[config.mk]
export PLATFORM = sky130hd
export DESIGN_NAME = svi_i2c_port
export DESIGN_NICKNAME = d
export VERILOG_FILES = /design/src/svi_pkg.sv /design/src/svi_delay_timer.sv /design/src/svi_i2c_port.sv
export VERILOG_INCLUDE_DIRS = /design/src /design/src/src
export SDC_FILE = /design/constraint.sdc
export NUM_CORES = 1
export LEC_CHECK = 0
export BUFFER_PORTS_ARGS = -buffer_cell sky130_fd_sc_hd__buf_2
export CORE_MARGIN = 2
export CORE_UTILIZATION = 68
export DETAILED_ROUTE_END_ITERATION = 6
export PLACE_DENSITY = 0.95
export SYNTH_ARGS = -nofsm -noshare
export SYNTH_HDL_FRONTEND = slang
export SYNTH_SLANG_ARGS = --single-unit
[constraint.sdc]
create_clock -name clk_sys_i -period 7.3 [get_ports clk_sys_i]
set_clock_uncertainty 0.2 [all_clocks]
set_input_delay 1.095 -clock clk_sys_i [delete_from_list [all_inputs] [get_ports clk_sys_i]]
set_output_delay 1.095 -clock clk_sys_i [all_outputs]
set_load 0.03 [all_outputs]
[src/svi_consts.svh]
// Purpose: named constants of the supervisor serial register port
// Assumes: 100 MHz system clock
// Notes:   addresses are 11-bit byte locations, block bits on top
`ifndef SVI_CONSTS_SVH
`define SVI_CONSTS_SVH

`define SVI_CLK_NS         10
`define SVI_TICK_NS        100000
`define SVI_HOLD_MS        20
`define SVI_HOLD_TICKS     ((`SVI_HOLD_MS * 1000000) / `SVI_TICK_NS)

`define SVI_ADDR_DLYA_LO   11'h095
`define SVI_ADDR_DLYA_HI   11'h096
`define SVI_ADDR_DLYB      11'h098
`define SVI_ADDR_CODE      11'h0FD

`define SVI_RST_DLYA_LO    8'hC8
`define SVI_RST_DLYA_HI    8'h00
`define SVI_RST_DLYB       8'hC8
`define SVI_RST_CODE       4'h1

`define SVI_BITS_PER_BYTE  4'h8
`define SVI_CODE_HI        7
`define SVI_CODE_LO        4
`define SVI_BLK_HI         3
`define SVI_BLK_LO         1
`define SVI_RW_BIT         0
`define SVI_PTR_BLK_HI     10
`define SVI_PTR_BLK_LO     8

`endif

[src/svi_pkg.sv]
// Purpose: types of the supervisor serial register port
// Assumes: none
// Notes:   states are one-hot
package svi_pkg;

  typedef enum logic [8:0] {
    SVI_IDLE      = 9'h001,
    SVI_CTRL      = 9'h002,
    SVI_CTRL_ACK  = 9'h004,
    SVI_WADDR     = 9'h008,
    SVI_WADDR_ACK = 9'h010,
    SVI_WDATA     = 9'h020,
    SVI_WDATA_ACK = 9'h040,
    SVI_RDATA     = 9'h080,
    SVI_RACK      = 9'h100
  } svi_state_t;

  typedef struct packed {
    svi_state_t  st;
    logic [3:0]  bitcnt;
    logic [7:0]  shreg;
    logic [10:0] ptr;
    logic        rw;
    logic        nack;
    logic        sda_oe_n;
    logic        sda_lvl;
    logic [2:0]  scl_sync;
    logic [2:0]  sda_sync;
    logic [1:0]  sense_sync;
    logic [1:0]  mr_sync;
    logic [7:0]  dly_a_lo;
    logic [7:0]  dly_a_hi;
    logic [7:0]  dly_b;
    logic [3:0]  code;
    logic [15:0] tick_cnt;
    logic        tick;
    logic        rst_out_n;
  } svi_port_t;

  typedef struct packed {
    logic [15:0] cnt;
    logic        done;
  } svi_timer_t;

endpackage
[src/svi_delay_timer.sv]
// Purpose: hold timer that expires on the tick after the programmed count of ticks since release
// Assumes: tick_i is a one-cycle enable from a divider
// Notes:   restarts whenever hold_i is high
`timescale 1ns/1ns
`include "svi_consts.svh"
module svi_delay_timer #(
  parameter int W = 16
) (
  input  wire logic         clk_sys_i,  // system clock
  input  wire logic         reset_n_i,  // synchronous reset, active low
  input  wire logic         hold_i,     // reset condition present
  input  wire logic         tick_i,     // timebase enable
  input  wire logic [W-1:0] count_i,    // programmed interval in ticks
  output logic              done_o      // interval elapsed since release
);
  import svi_pkg::*;

  svi_timer_t q;
  svi_timer_t d;

  always_comb begin
    d = q;
    if (hold_i) begin
      d.cnt  = '0;
      d.done = 1'b0;
    end else if (tick_i && !q.done) begin
      if (q.cnt[W-1:0] >= count_i) begin
        d.done = 1'b1;
      end else begin
        d.cnt = q.cnt + 16'h0001;
      end
    end
  end

  always_ff @(posedge clk_sys_i) begin
    if (!reset_n_i) begin
      q <= '0;
    end else begin
      q <= d;
    end
  end

  assign done_o = q.done;
endmodule

[src/svi_i2c_port.sv]
// Purpose: serial target port for the delay-timer registers of a supervisor
// Assumes: bus clock well below the 100 MHz system clock; pins are asynchronous
// Notes:   only the mapped locations hold data; others read zero, writes dropped
//
// How it works
// - answer only when control code matches
// - three block bits follow the code
// - last control bit: 0 write, 1 read
// - acknowledge matching control byte on ninth clock
// - pointer is block bits above word address
// - byte write: ack address, ack data
// - data committed when its ack is driven
// - repeated start drops write, keeps pointer
// - read control acked, eight bits shifted out
// - timer A count read as two bytes
// - timer B count read as one byte
// - reset held until both timer A and timer B intervals elapse after release
`timescale 1ns/1ns
`include "svi_consts.svh"
module svi_i2c_port #(
  parameter int TICK_CYCLES = `SVI_TICK_NS / `SVI_CLK_NS
) (
  input  wire logic clk_sys_i,            // system clock
  input  wire logic reset_n_i,            // synchronous reset, active low
  input  wire logic scl_i,                // serial clock pin
  input  wire logic sda_i,                // serial data pin level
  output logic      sda_o,                // serial data drive level
  output logic      sda_oe_n_o,           // low while driving the data line
  input  wire logic sense_ok_i,           // comparator: supply above threshold
  input  wire logic manual_reset_in_n_i,  // manual reset pin, active low
  output logic      reset_out_n_o         // supervisor reset output, active low
);
  import svi_pkg::*;

  localparam svi_port_t RESET_VAL = '{
    st:         SVI_IDLE,
    bitcnt:     4'h0,
    shreg:      8'h00,
    ptr:        11'h000,
    rw:         1'b0,
    nack:       1'b1,
    sda_oe_n:   1'b1,
    sda_lvl:    1'b0,
    scl_sync:   3'h7,
    sda_sync:   3'h7,
    sense_sync: 2'h0,
    mr_sync:    2'h0,
    dly_a_lo:   `SVI_RST_DLYA_LO,
    dly_a_hi:   `SVI_RST_DLYA_HI,
    dly_b:      `SVI_RST_DLYB,
    code:       `SVI_RST_CODE,
    tick_cnt:   16'h0000,
    tick:       1'b0,
    rst_out_n:  1'b0
  };

  svi_port_t q;
  svi_port_t d;
  logic      done_a;
  logic      done_b;
  logic      hold;

  function automatic logic [7:0] rd_mux(input svi_port_t s);
    logic [7:0] v;
    v = 8'h00;
    unique case (s.ptr)
      `SVI_ADDR_DLYA_LO: v = s.dly_a_lo;
      `SVI_ADDR_DLYA_HI: v = s.dly_a_hi;
      `SVI_ADDR_DLYB:    v = s.dly_b;
      `SVI_ADDR_CODE:    v = {4'h0, s.code};
      default:           v = 8'h00;
    endcase
    return v;
  endfunction

  logic scl_s;
  logic scl_p;
  logic sda_s;
  logic sda_p;
  logic scl_rise;
  logic scl_fall;
  logic start_c;
  logic stop_c;
  logic [7:0] rd_byte;

  always_comb begin
    scl_s    = q.scl_sync[1];
    scl_p    = q.scl_sync[2];
    sda_s    = q.sda_sync[1];
    sda_p    = q.sda_sync[2];
    scl_rise = scl_s && !scl_p;
    scl_fall = !scl_s && scl_p;
    start_c  = scl_s && scl_p && sda_p && !sda_s;
    stop_c   = scl_s && scl_p && !sda_p && sda_s;
    rd_byte  = rd_mux(q);
    hold     = !q.sense_sync[1] || !q.mr_sync[1];
  end

  always_comb begin
    d = q;
    d.scl_sync   = {q.scl_sync[1:0], scl_i};
    d.sda_sync   = {q.sda_sync[1:0], sda_i};
    d.sense_sync = {q.sense_sync[0], sense_ok_i};
    d.mr_sync    = {q.mr_sync[0], manual_reset_in_n_i};

    // timebase for the hold timers
    d.tick = 1'b0;
    if (q.tick_cnt >= 16'(TICK_CYCLES - 1)) begin
      d.tick_cnt = 16'h0000;
      d.tick     = 1'b1;
    end else begin
      d.tick_cnt = q.tick_cnt + 16'h0001;
    end
    d.rst_out_n = done_a && done_b && !hold;

    if (start_c) begin
      // a repeated start abandons any write; the pointer stays
      d.st       = SVI_CTRL;
      d.bitcnt   = 4'h0;
      d.sda_oe_n = 1'b1;
    end else if (stop_c) begin
      d.st       = SVI_IDLE;
      d.sda_oe_n = 1'b1;
    end else begin
      unique case (q.st)
        SVI_IDLE: begin
          d.sda_oe_n = 1'b1;
        end
        SVI_CTRL, SVI_WADDR, SVI_WDATA: begin
          if (scl_rise) begin
            d.shreg  = {q.shreg[6:0], sda_s};
            d.bitcnt = q.bitcnt + 4'h1;
          end else if (scl_fall && q.bitcnt == `SVI_BITS_PER_BYTE) begin
            d.bitcnt = 4'h0;
            if (q.st == SVI_CTRL) begin
              if (q.shreg[`SVI_CODE_HI:`SVI_CODE_LO] == q.code) begin
                d.rw       = q.shreg[`SVI_RW_BIT];
                d.ptr[`SVI_PTR_BLK_HI:`SVI_PTR_BLK_LO] =
                  q.shreg[`SVI_BLK_HI:`SVI_BLK_LO];
                d.sda_oe_n = 1'b0;
                d.st       = SVI_CTRL_ACK;
              end else begin
                d.sda_oe_n = 1'b1;
                d.st       = SVI_IDLE;
              end
            end else if (q.st == SVI_WADDR) begin
              d.ptr[7:0] = q.shreg;
              d.sda_oe_n = 1'b0;
              d.st       = SVI_WADDR_ACK;
            end else begin
              unique case (q.ptr)
                `SVI_ADDR_DLYA_LO: d.dly_a_lo = q.shreg;
                `SVI_ADDR_DLYA_HI: d.dly_a_hi = q.shreg;
                `SVI_ADDR_DLYB:    d.dly_b    = q.shreg;
                `SVI_ADDR_CODE:    d.code     = q.shreg[3:0];
                default:           d.code     = q.code;
              endcase
              d.ptr      = q.ptr + 11'h001;
              d.sda_oe_n = 1'b0;
              d.st       = SVI_WDATA_ACK;
            end
          end
        end
        SVI_CTRL_ACK: begin
          if (scl_fall) begin
            if (q.rw) begin
              d.shreg    = {rd_byte[6:0], 1'b0};
              d.sda_oe_n = rd_byte[7];
              d.bitcnt   = 4'h1;
              d.ptr      = q.ptr + 11'h001;
              d.st       = SVI_RDATA;
            end else begin
              d.sda_oe_n = 1'b1;
              d.st       = SVI_WADDR;
            end
          end
        end
        SVI_WADDR_ACK, SVI_WDATA_ACK: begin
          if (scl_fall) begin
            d.sda_oe_n = 1'b1;
            d.st       = SVI_WDATA;
          end
        end
        SVI_RDATA: begin
          if (scl_fall) begin
            if (q.bitcnt == `SVI_BITS_PER_BYTE) begin
              d.sda_oe_n = 1'b1;
              d.bitcnt   = 4'h0;
              d.st       = SVI_RACK;
            end else begin
              d.sda_oe_n = q.shreg[7];
              d.shreg    = {q.shreg[6:0], 1'b0};
              d.bitcnt   = q.bitcnt + 4'h1;
            end
          end
        end
        SVI_RACK: begin
          if (scl_rise) begin
            d.nack = sda_s;
          end else if (scl_fall) begin
            if (!q.nack) begin
              d.shreg    = {rd_byte[6:0], 1'b0};
              d.sda_oe_n = rd_byte[7];
              d.bitcnt   = 4'h1;
              d.ptr      = q.ptr + 11'h001;
              d.st       = SVI_RDATA;
            end else begin
              d.st       = SVI_IDLE;
            end
          end
        end
      endcase
    end
  end

  always_ff @(posedge clk_sys_i) begin
    if (!reset_n_i) begin
      q <= RESET_VAL;
    end else begin
      q <= d;
    end
  end

  svi_delay_timer #(
    .W (16)
  ) u_delay_timer_a (
    .clk_sys_i (clk_sys_i),
    .reset_n_i (reset_n_i),
    .hold_i    (hold),
    .tick_i    (q.tick),
    .count_i   ({q.dly_a_hi, q.dly_a_lo}),
    .done_o    (done_a)
  );

  svi_delay_timer #(
    .W (8)
  ) u_delay_timer_b (
    .clk_sys_i (clk_sys_i),
    .reset_n_i (reset_n_i),
    .hold_i    (hold),
    .tick_i    (q.tick),
    .count_i   (q.dly_b),
    .done_o    (done_b)
  );

  assign sda_o         = q.sda_lvl;
  assign sda_oe_n_o    = q.sda_oe_n;
  assign reset_out_n_o = q.rst_out_n;
endmodule

==> results of run 1 <==
-- through the flow --
step                setup slack [ns]  instances
floorplan                      4.728        777
global placement               4.003        876
detailed placement             3.891        876
CTS                            3.804        907
global route                   3.491        907
finish                         3.714        907
-- state kept, by name, indices dropped and copies added (netlist names) --
name / count
d: 6
u_delay_timer_a.q: 16
sda_oe_n_o: 1
u_delay_timer_a.done_o: 1
u_delay_timer_b.done_o: 1
q: 83
u_delay_timer_b.q: 8
reset_out_n_o: 1
-- kinds of logic (layout without fill, tap and decap cells) --
group	Yosys count	in the layout
DFF	117	117
muxes	31	31
AOI/OAI and AO/OA	172	172
and+or+nand+nor	316	316
other	1	3
xor gates and xnor gates	27	27
buffers and inverters	78	79
adders and majority gates	33	33
-- final cells by class --
cell class	count	area, um^2	area share, %
Multi-Input combinational cell	582	3850	53.99
Sequential cell	117	2342	32.85
Clock buffer	22	452.9	6.352
Tap cell	129	161.4	2.264
Inverter	39	146.4	2.053
Clock inverter	9	127.6	1.790
Timing Repair Buffer	9	50.05	0.7019
-- routing by layer --
| layer | GRT usage, % | up-vias | wire, um |
|---|---|---|---|
| li1 | - | 2758 | - |
| met4 | 14.56 | 0 | 607 |
| met1 | 40.61 | 2864 | 6706 |
| met3 | 6.703 | 78 | 1254 |
| met5 | 0 | - | 0 |
| met2 | 56.68 | 326 | 8287 |
-- worst max-delay path, cell delays in order, from the launching register on --
cell,delay [ns]
sky130_fd_sc_hd__dfxtp_1,0.35
sky130_fd_sc_hd__nor3_2,0.69
sky130_fd_sc_hd__nand4_1,0.80
sky130_fd_sc_hd__o31a_1,0.35
sky130_fd_sc_hd__nor3_4,0.33
sky130_fd_sc_hd__nand2_1,0.30
sky130_fd_sc_hd__a211o_1,0.35
sky130_fd_sc_hd__a21boi_1,0.14
-- power breakdown --
group	internal, mW	switching [mW]
combinational	0.0119	0.0226
sequential	0.644	0.00509
clock	0.534	0.293
-- cells in the final DEF (no fill, tap or decap), drive strengths merged, types with 8 or more instances in the layout --
cell type,n
a21boi,12
clkbuf,22
nand2,88
nor2b,29
nand3,24
a21oi,37
buf,9
nor3,16
and3,17
o31ai,12
ha,33
mux2i,31
nor2,55
xor2,21
o21ai,38
dfxtp,117
inv,39
o211ai,14
and2,8
nand2b,19
nand4,20
nor4,9
-- how the worst max path moves through the flow --
| stage | slack [ns] | endpoint |
|---|---|---|
| after floorplan | 4.73 | u_delay_timer_a.q[2] |
| after global placement | 4.00 | u_delay_timer_a.q[4] |
| after detailed placement | 3.89 | q[61] |
| after CTS | 3.80 | q[61] |
| after global routing | 3.49 | q[61] |
| final | 3.71 | q[61] |
==> flow_summary.yaml, run 1 <==
synthesis:
  average_size_of_a_mapped_cell_um2: 8.419
  synthesis.yosys.warnings: 0
  xor_xnor_fraction_of_synth_area_pct: 3.624
  postSynth.asyncResetShare_pct: 0
  synthAdderAreaFrac_pct: 6.328
  syn_inst: 775
  yosys.area.top_type: "sky130_fd_sc_hd__dfxtp_1"
  synth_simple_gate_area_share_pct: 25.62
  seq_area_frac_synth_pct: 35.90
  synth_top_area_share_pct: 35.90
  netlist_top_cells_area: "sky130_fd_sc_hd__dfxtp_1 36%, sky130_fd_sc_hd__ha_1 6.3%, sky130_fd_sc_hd__nand2_1 4.9%"
  synth_top_flop_cell: "sky130_fd_sc_hd__dfxtp_1"
  post_synth_mux_area_share_pct: 4.756
  post_synth_most_frequent_cells: "117 x sky130_fd_sc_hd__dfxtp_1, 86 x sky130_fd_sc_hd__nand2_1, 53 x sky130_fd_sc_hd__nor2_1, 39 x sky130_fd_sc_hd__inv_1, 35 x sky130_fd_sc_hd__a21oi_1"
  synth-compound-area-share_pct: 18.43
  synthDistinctLibCells: 74
  ys_ff_latch: 117
  synth_top_family_by_area: "simple AND/OR/NAND/NOR gates"
  synth-edff-count: 0
  synth.most_common_cell: "sky130_fd_sc_hd__dfxtp_1"
  mappedNetlistArea_mm2: 0.006525
sta:
  setup_viol: 0
  rsz0062_at_grt: "no"
  post-route-min-period_ns: 3.586
  fin_setup_tns_ns: 0
  slew_viol_final: 0
  timing.final.hold_violations: 0
  worst-slew-pin-transition_ns: 0.9423
  slew_headroom_pct: 36.60
  finalHoldWorstSlack_ns: 0.2027
  final_min_period_over_clock_period_pct: 49.13
  clock.fmax_ghz: 0.2788
finish:
  num-fill-cells: 591
  synthToLayoutAreaGrowth_pct: 9.281
  nNetsFinal: 805
  finish.utilization_pct: 76.81
  post-route-cell-area_mm2: 0.007131
  layout-drive-gt1-share_pct: 7.584
  antennaDiodeCount: 0
worst_setup_path:
  crit_fanout: 16
  worstPathRequired_ns: 7.55
  r2r_setup_slack_ns: 3.71
  start_kind: "flop"
  setup.worst_path.end_class: "flop"
  timing.reg2reg.worst_path_depth: 7
  critical_path_arrival_ns: 3.83
  crit_path_start: "q[87]"
  critPathKind: "flop to flop"
  r2r_end: "q[61]"
  r2r-start: "q[87]"
worst_hold_path:
  hp-class: "flop to flop"
  timing.hold.worst_path_depth: 1
  worstHoldStart: "d[54]"
  min_delay_worst_endpoint: "d[55]"
global_routing:
  initial_antenna_violation_count: 0
  grt_start_max_net_pins: 51
  grt_first_pass_wirelength_mm: 27.46
  track_usage_pct: 33.18
  first_global_vias: 5760
  total_overflow_reported_by_the_global_router: 0
floorplanning:
  start_util_pct: 70.28
  fp.coreArea_mm2: 0.009284
  die_h_um: 102.0
  placementRows: 35
  dieWidth_um: 102.0
  fp.dieArea_mm2: 0.01039
  io_pins: 9
cts:
  clk_path_buf_depth: 2
  clkSinkCount: 117
  cts_hold_repair.buffers: 0
  numCtsBuffers: 17
  tritoncts: "yes"
  clkTransAtPathRegs_ns: 0.06
  clock_insertion_delay_worst_skew_ns: 0.52
  cts_post_setup_buffers_inserted: 0
  cts_resized: 0
  htree_levels: 4
  root_buffer_cell: "sky130_fd_sc_hd__clkbuf_8"
place:
  post-dp-hpwl_mm: 10.92
  place.port_buffers: 7
  post_dp_cell_area_mm2: 0.006550
  gp_routability_congestion: 0.9376
detailed_routing:
  total_number_of_vias: 6026
  violation_count_after_the_first_detailed_routing_iteration: 655
  antenna_left: 0
  detail_route.wirelength_mm: 16.86
  viasPerCell: 6.644
  drcViolationCount: 3
  average_wire_per_standard_cell_um: 18.58
  detailedRoute.firstPassIterationCount: 7
pwr:
  ir_worst_vdd_mv: 0.2005
  p_leak_nw: 2.632
  p_total_mw: 1.510
  power.density_cell_area_mw_per_mm2: 211.8
status:
  failed_checks: "DRC"
  outcome: "complete, but fails checks"
job:
  cap_viol_max_count: 0
(Power assumes the default switching activity.)
==> inputs of run 2 (changes only) <==
- CORE_UTILIZATION: 68 -> 57
- PLACE_DENSITY: 0.95 -> 0.86
- clock period: 7.3 -> 3.2 ns (I/O delays scaled with it)
==> run 2 against run 1 <==
First-iteration DRC count decreased by 24%; routed wire length decreased by 10%; global-route usage decreased by 7.2 points; the run still ends with DRC left; via count decreased by 5.7%; largest power group unchanged.
==> flow_summary.yaml, run 2 (same netlist as run 1, synthesis figures left out) <==
sta:
  slew_headroom_pct: 47.26
  fin_setup_tns_ns: 0
  final_min_period_over_clock_period_pct: 88.62
  slew_viol_final: 0
  clock.fmax_ghz: 0.3526
  worst-slew-pin-transition_ns: 0.7844
  timing.final.hold_violations: 0
  setup_viol: 0
  post-route-min-period_ns: 2.836
  rsz0062_at_grt: "no"
detailed_routing:
  viasPerCell: 6.099
  antenna_left: 0
  average_wire_per_standard_cell_um: 16.20
  drcViolationCount: 5
  detailedRoute.firstPassIterationCount: 7
  violation_count_after_the_first_detailed_routing_iteration: 501
  detail_route.wirelength_mm: 15.10
  total_number_of_vias: 5684
worst_setup_path:
  crit_path_start: "u_delay_timer_a.q[1]"
  crit_fanout: 15
  start_kind: "flop"
  critical_path_arrival_ns: 2.98
  worstPathRequired_ns: 3.35
  path_buf_inv: 2
  cp_cell_sequence: "inv_1 > ha_1 > nand2b_1 > a211oi_1 > o21ai_1 > a221oi_1 > o31ai_2 > buf_4 > or4_1 > a21oi_1"
  max_stage_delay_ns: 0.46
  critPathTopFamily: "compound AO/OA/AOI/OAI gates"
  setup.worst_path.end_class: "flop"
  critPathKind: "flop to flop"
  r2r-start: "u_delay_timer_a.q[1]"
  timing.critical_path.slowest_stage_cell: "sky130_fd_sc_hd__or4_1"
floorplanning:
  die_h_um: 111.0
  io_pins: 9
  fp.dieArea_mm2: 0.01232
  dieWidth_um: 111.0
  start_util_pct: 57.89
  placementRows: 39
  fp.coreArea_mm2: 0.01127
cts:
  cts_resized: 0
  root_buffer_cell: "sky130_fd_sc_hd__clkbuf_16"
  tritoncts: "yes"
  clock_insertion_delay_worst_skew_ns: 0.42
  clkTransAtPathRegs_ns: 0.06
  htree_levels: 4
  numCtsBuffers: 17
  cts_hold_repair.buffers: 0
  cts_post_setup_buffers_inserted: 0
  clkSinkCount: 117
  clk_path_buf_depth: 2
pwr:
  ir_worst_vdd_mv: 0.4932
  power.density_cell_area_mw_per_mm2: 496.5
  p_total_mw: 3.624
  p_leak_nw: 2.730
place:
  place.port_buffers: 7
  post-dp-hpwl_mm: 10.20
  post_dp_cell_area_mm2: 0.006658
  gp_routability_congestion: 0.9043
finish:
  regMostFlops: "q"
  finish.utilization_pct: 64.75
  nNetsFinal: 817
  biggestRegsByFlops: "q x83, u_delay_timer_a.q x16, u_delay_timer_b.q x8"
  post-route-cell-area_mm2: 0.007298
  layout-drive-gt1-share_pct: 9.252
  number_of_flip_flops_under_the_largest_register_name: 83
  layout_commonest_cell: "sky130_fd_sc_hd__dfxtp_1"
  synthToLayoutAreaGrowth_pct: 11.85
  antennaDiodeCount: 0
  layout.cells.most_common_list: "117 x sky130_fd_sc_hd__dfxtp_1, 86 x sky130_fd_sc_hd__nand2_1, 53 x sky130_fd_sc_hd__nor2_1"
global_routing:
  initial_antenna_violation_count: 0
  track_usage_pct: 26.01
  grt_start_max_net_pins: 67
  grt_first_pass_wirelength_mm: 26.25
  total_overflow_reported_by_the_global_router: 0
  first_global_vias: 5462
job:
  cap_viol_max_count: 0
status:
  outcome: "complete, but fails checks"
  failed_checks: "DRC"
worst_hold_path:
  hp-class: "primary input to flop"
  worstHoldStart: "scl_i"
-- run 2: routing by layer --
| layer | global-route usage, % | up-vias | part of all wire (%) |
|---|---|---|---|
| met3 | 6.561 | 42 | 7.4 |
| li1 | - | 2778 | - |
| met1 | 33.26 | 2646 | 43 |
| met5 | 0 | - | 0 |
| met4 | 11.92 | 0 | 2.4 |
| met2 | 41.43 | 218 | 47 |
-- run 2: path summary, 6_finish.rpt --
kind / end / slack [ns] / cells after the start
worst min register to register: d[52] / 0.21 / 1
worst max register to register: u_delay_timer_a.q[7] / 0.36 / 10
worst min-delay path: d[54] / 0.05 / 2
worst max-delay path: u_delay_timer_a.q[7] / 0.36 / 10
-- run 2: stage by stage --
stage / worst slack, ns / cells / hold WS [ns]
2_1_floorplan: 0.6787 / 777 / 0.1863
3_3_place_gp: 0.4084 / 902 / 0.1883
3_5_place_dp: 0.3611 / 902 / 0.1948
4_1_cts: 0.3584 / 932 / 0.03119
5_1_grt: 0.06340 / 932 / 0.03401
6_report: 0.3643 / 932 / 0.04591
-- run 2: layout make-up --
cell class | count | area, um^2
repair buffers | 21 | 140.1
clock buffers | 22 | 494.2
inverters | 39 | 146.4
clock inverters | 8 | 146.4
fillers | 888 | 3974
well taps | 143 | 178.9
multi-input cells | 582 | 3850
flip-flops and latches | 117 | 2342
-- run 2: power breakdown --
group | switching, mW | internal, mW | total, mW
Combinational | 0.0503 | 0.0288 | 0.0791
Clock | 0.670 | 1.39 | 2.06
Sequential | 0.0114 | 1.47 | 1.48
Total | 0.732 | 2.89 | 3.62
==> inputs of run 3 (changes only) <==
--- a/config.mk
+++ b/config.mk
@@ -12,4 +12,5 @@
 export DETAILED_ROUTE_END_ITERATION = 6
 export PLACE_DENSITY = 0.86
+export RECOVER_POWER = 50
 export SYNTH_ARGS = -nofsm -noshare
 export SYNTH_HDL_FRONTEND = slang
==> constraint.sdc (replaced) <==
create_clock -name clk_sys_i -period 3.2 [get_ports clk_sys_i]
set_clock_uncertainty 0.2 [all_clocks]
set_input_delay 0.16 -clock clk_sys_i [delete_from_list [all_inputs] [get_ports clk_sys_i]]
set_output_delay 0.16 -clock clk_sys_i [all_outputs]
set_load 0.03 [all_outputs]
==> run 3 against run 2 <==
The flow now finishes without violations; routed wire length decreased by 0.45%; critical path type unchanged; flip-flop and latch count unchanged; highest routed layer unchanged; sequential share of layout area increased by 0.18 points; cell count increased by 0.97%; critical path depth decreased by 2.
==> flow_summary.yaml, run 3 (same netlist as run 1, synthesis figures left out) <==
global_routing:
  grt_first_pass_wirelength_mm: 25.97
  total_overflow_reported_by_the_global_router: 0
  initial_antenna_violation_count: 0
  grt_start_max_net_pins: 67
  first_global_vias: 5564
  track_usage_pct: 25.53
place:
  place_inst: 902
  dpl_worst_slack_ns: 0.3938
  post_dp_cell_area_mm2: 0.006658
  post-dp-hpwl_mm: 10.05
  gp_routability_congestion: 0.9141
  place.port_buffers: 7
worst_setup_path:
  critPathKind: "flop to flop"
  worstPathRequired_ns: 3.34
  start_kind: "flop"
  setup.worst_path.end_class: "flop"
  crit_fanout: 12
  critical_path_arrival_ns: 3.05
floorplanning:
  io_pins: 9
  fp.coreArea_mm2: 0.01127
  fp.dieArea_mm2: 0.01232
  dieWidth_um: 111.0
  die_h_um: 111.0
  placementRows: 39
  start_util_pct: 57.89
detailed_routing:
  detailedRoute.firstPassIterationCount: 5
  average_wire_per_standard_cell_um: 15.97
  viasPerCell: 6.036
  antenna_left: 0
  drcViolationCount: 0
  violation_count_after_the_first_detailed_routing_iteration: 536
  detail_route.wirelength_mm: 15.03
  total_number_of_vias: 5680
pwr:
  p_total_mw: 3.385
  ir_worst_vdd_mv: 0.4760
  power.density_cell_area_mw_per_mm2: 466.5
  p_leak_nw: 2.691
sta:
  worst-slew-pin-transition_ns: 1.133
  fin_setup_tns_ns: 0
  timing.final.hold_violations: 0
  finalWorstSetupSlack_ns: 0.2962
  post-route-min-period_ns: 2.904
  setup_viol: 0
  final_min_period_over_clock_period_pct: 90.74
  clock.fmax_ghz: 0.3444
  finalHoldWorstSlack_ns: 0.2036
  rsz0062_at_grt: "no"
  slew_headroom_pct: 24.45
  slew_viol_final: 0
cts:
  htree_levels: 4
  clock_insertion_delay_worst_skew_ns: 0.42
  clkSinkCount: 117
  clkTransAtPathRegs_ns: 0.06
  root_buffer_cell: "sky130_fd_sc_hd__clkbuf_16"
  cts_resized: 0
  numCtsBuffers: 17
  clk_path_buf_depth: 2
  tritoncts: "yes"
finish:
  synthToLayoutAreaGrowth_pct: 11.22
  post-route-cell-area_mm2: 0.007257
  area.sequential_mm2: 0.002342
  nNetsFinal: 824
  antennaDiodeCount: 0
  regMostFlops: "q"
  layout-drive-gt1-share_pct: 8.145
  finish.utilization_pct: 64.38
  num-fill-cells: 910
  layout_commonest_cell: "sky130_fd_sc_hd__dfxtp_1"
  fin_cells: 941
  layout.cells.most_common_list: "117 x sky130_fd_sc_hd__dfxtp_1, 87 x sky130_fd_sc_hd__nand2_1, 53 x sky130_fd_sc_hd__nor2_1"
  multiInputGateArea_mm2: 0.003822
  number_of_flip_flops_under_the_largest_register_name: 83
  biggestRegsByFlops: "q x83, u_delay_timer_a.q x16, u_delay_timer_b.q x8"
status:
  outcome: "complete, no violations"
worst_hold_path:
  hp-class: "flop to flop"
job:
  cap_viol_max_count: 0
run 3: timing repair:
item,CTS,global route
hold buffers,7,0
setup buffers,0,0
hold endpoints to repair,6,0
run 3: metal layers:
| metal | GRT usage (%) | up-vias | part of all wire [%] |
|---|---|---|---|
| met5 | 0 | - | 0 |
| li1 | - | 2792 | - |
| met1 | 33.21 | 2666 | 45 |
| met2 | 40.82 | 185 | 47 |
| met4 | 10.67 | 0 | 2.2 |
| met3 | 6.014 | 37 | 6.1 |
run 3: worst max-delay path, stage by stage, from the launching register on:
cell	delay [ns]
sky130_fd_sc_hd__dfxtp_1	0.43
sky130_fd_sc_hd__nor3_1	0.59
sky130_fd_sc_hd__and4_1	0.30
sky130_fd_sc_hd__nand2_1	0.08
sky130_fd_sc_hd__or2_0	0.34
sky130_fd_sc_hd__nor3_2	0.19
sky130_fd_sc_hd__clkbuf_1	0.37
sky130_fd_sc_hd__nand2_1	0.13
sky130_fd_sc_hd__a21boi_1	0.18
run 3: area by class of cell:
type | count | share of cell area [%]
repair buffers | 28 | 2.707
clock inverters | 11 | 1.379
flip-flops and latches | 117 | 32.28
inverters | 39 | 2.017
well taps | 143 | 2.466
multi-input cells | 582 | 52.67
clock buffers | 21 | 6.483
run 3: final timing paths:
path / from / end / slack (ns) / cells after the start
setup / recovery: q[91] / q[26] / 0.30 / 8
hold reg to reg: d[51] / d[52] / 0.20 / 1
hold / removal: d[51] / d[52] / 0.20 / 1
setup reg to reg: q[91] / q[26] / 0.30 / 8
run 3: power by group:
part / switching, mW / internal (mW)
sequential: 0.0109 / 1.47
combinational: 0.0500 / 0.0329
clock: 0.698 / 1.13
total: 0.759 / 2.63
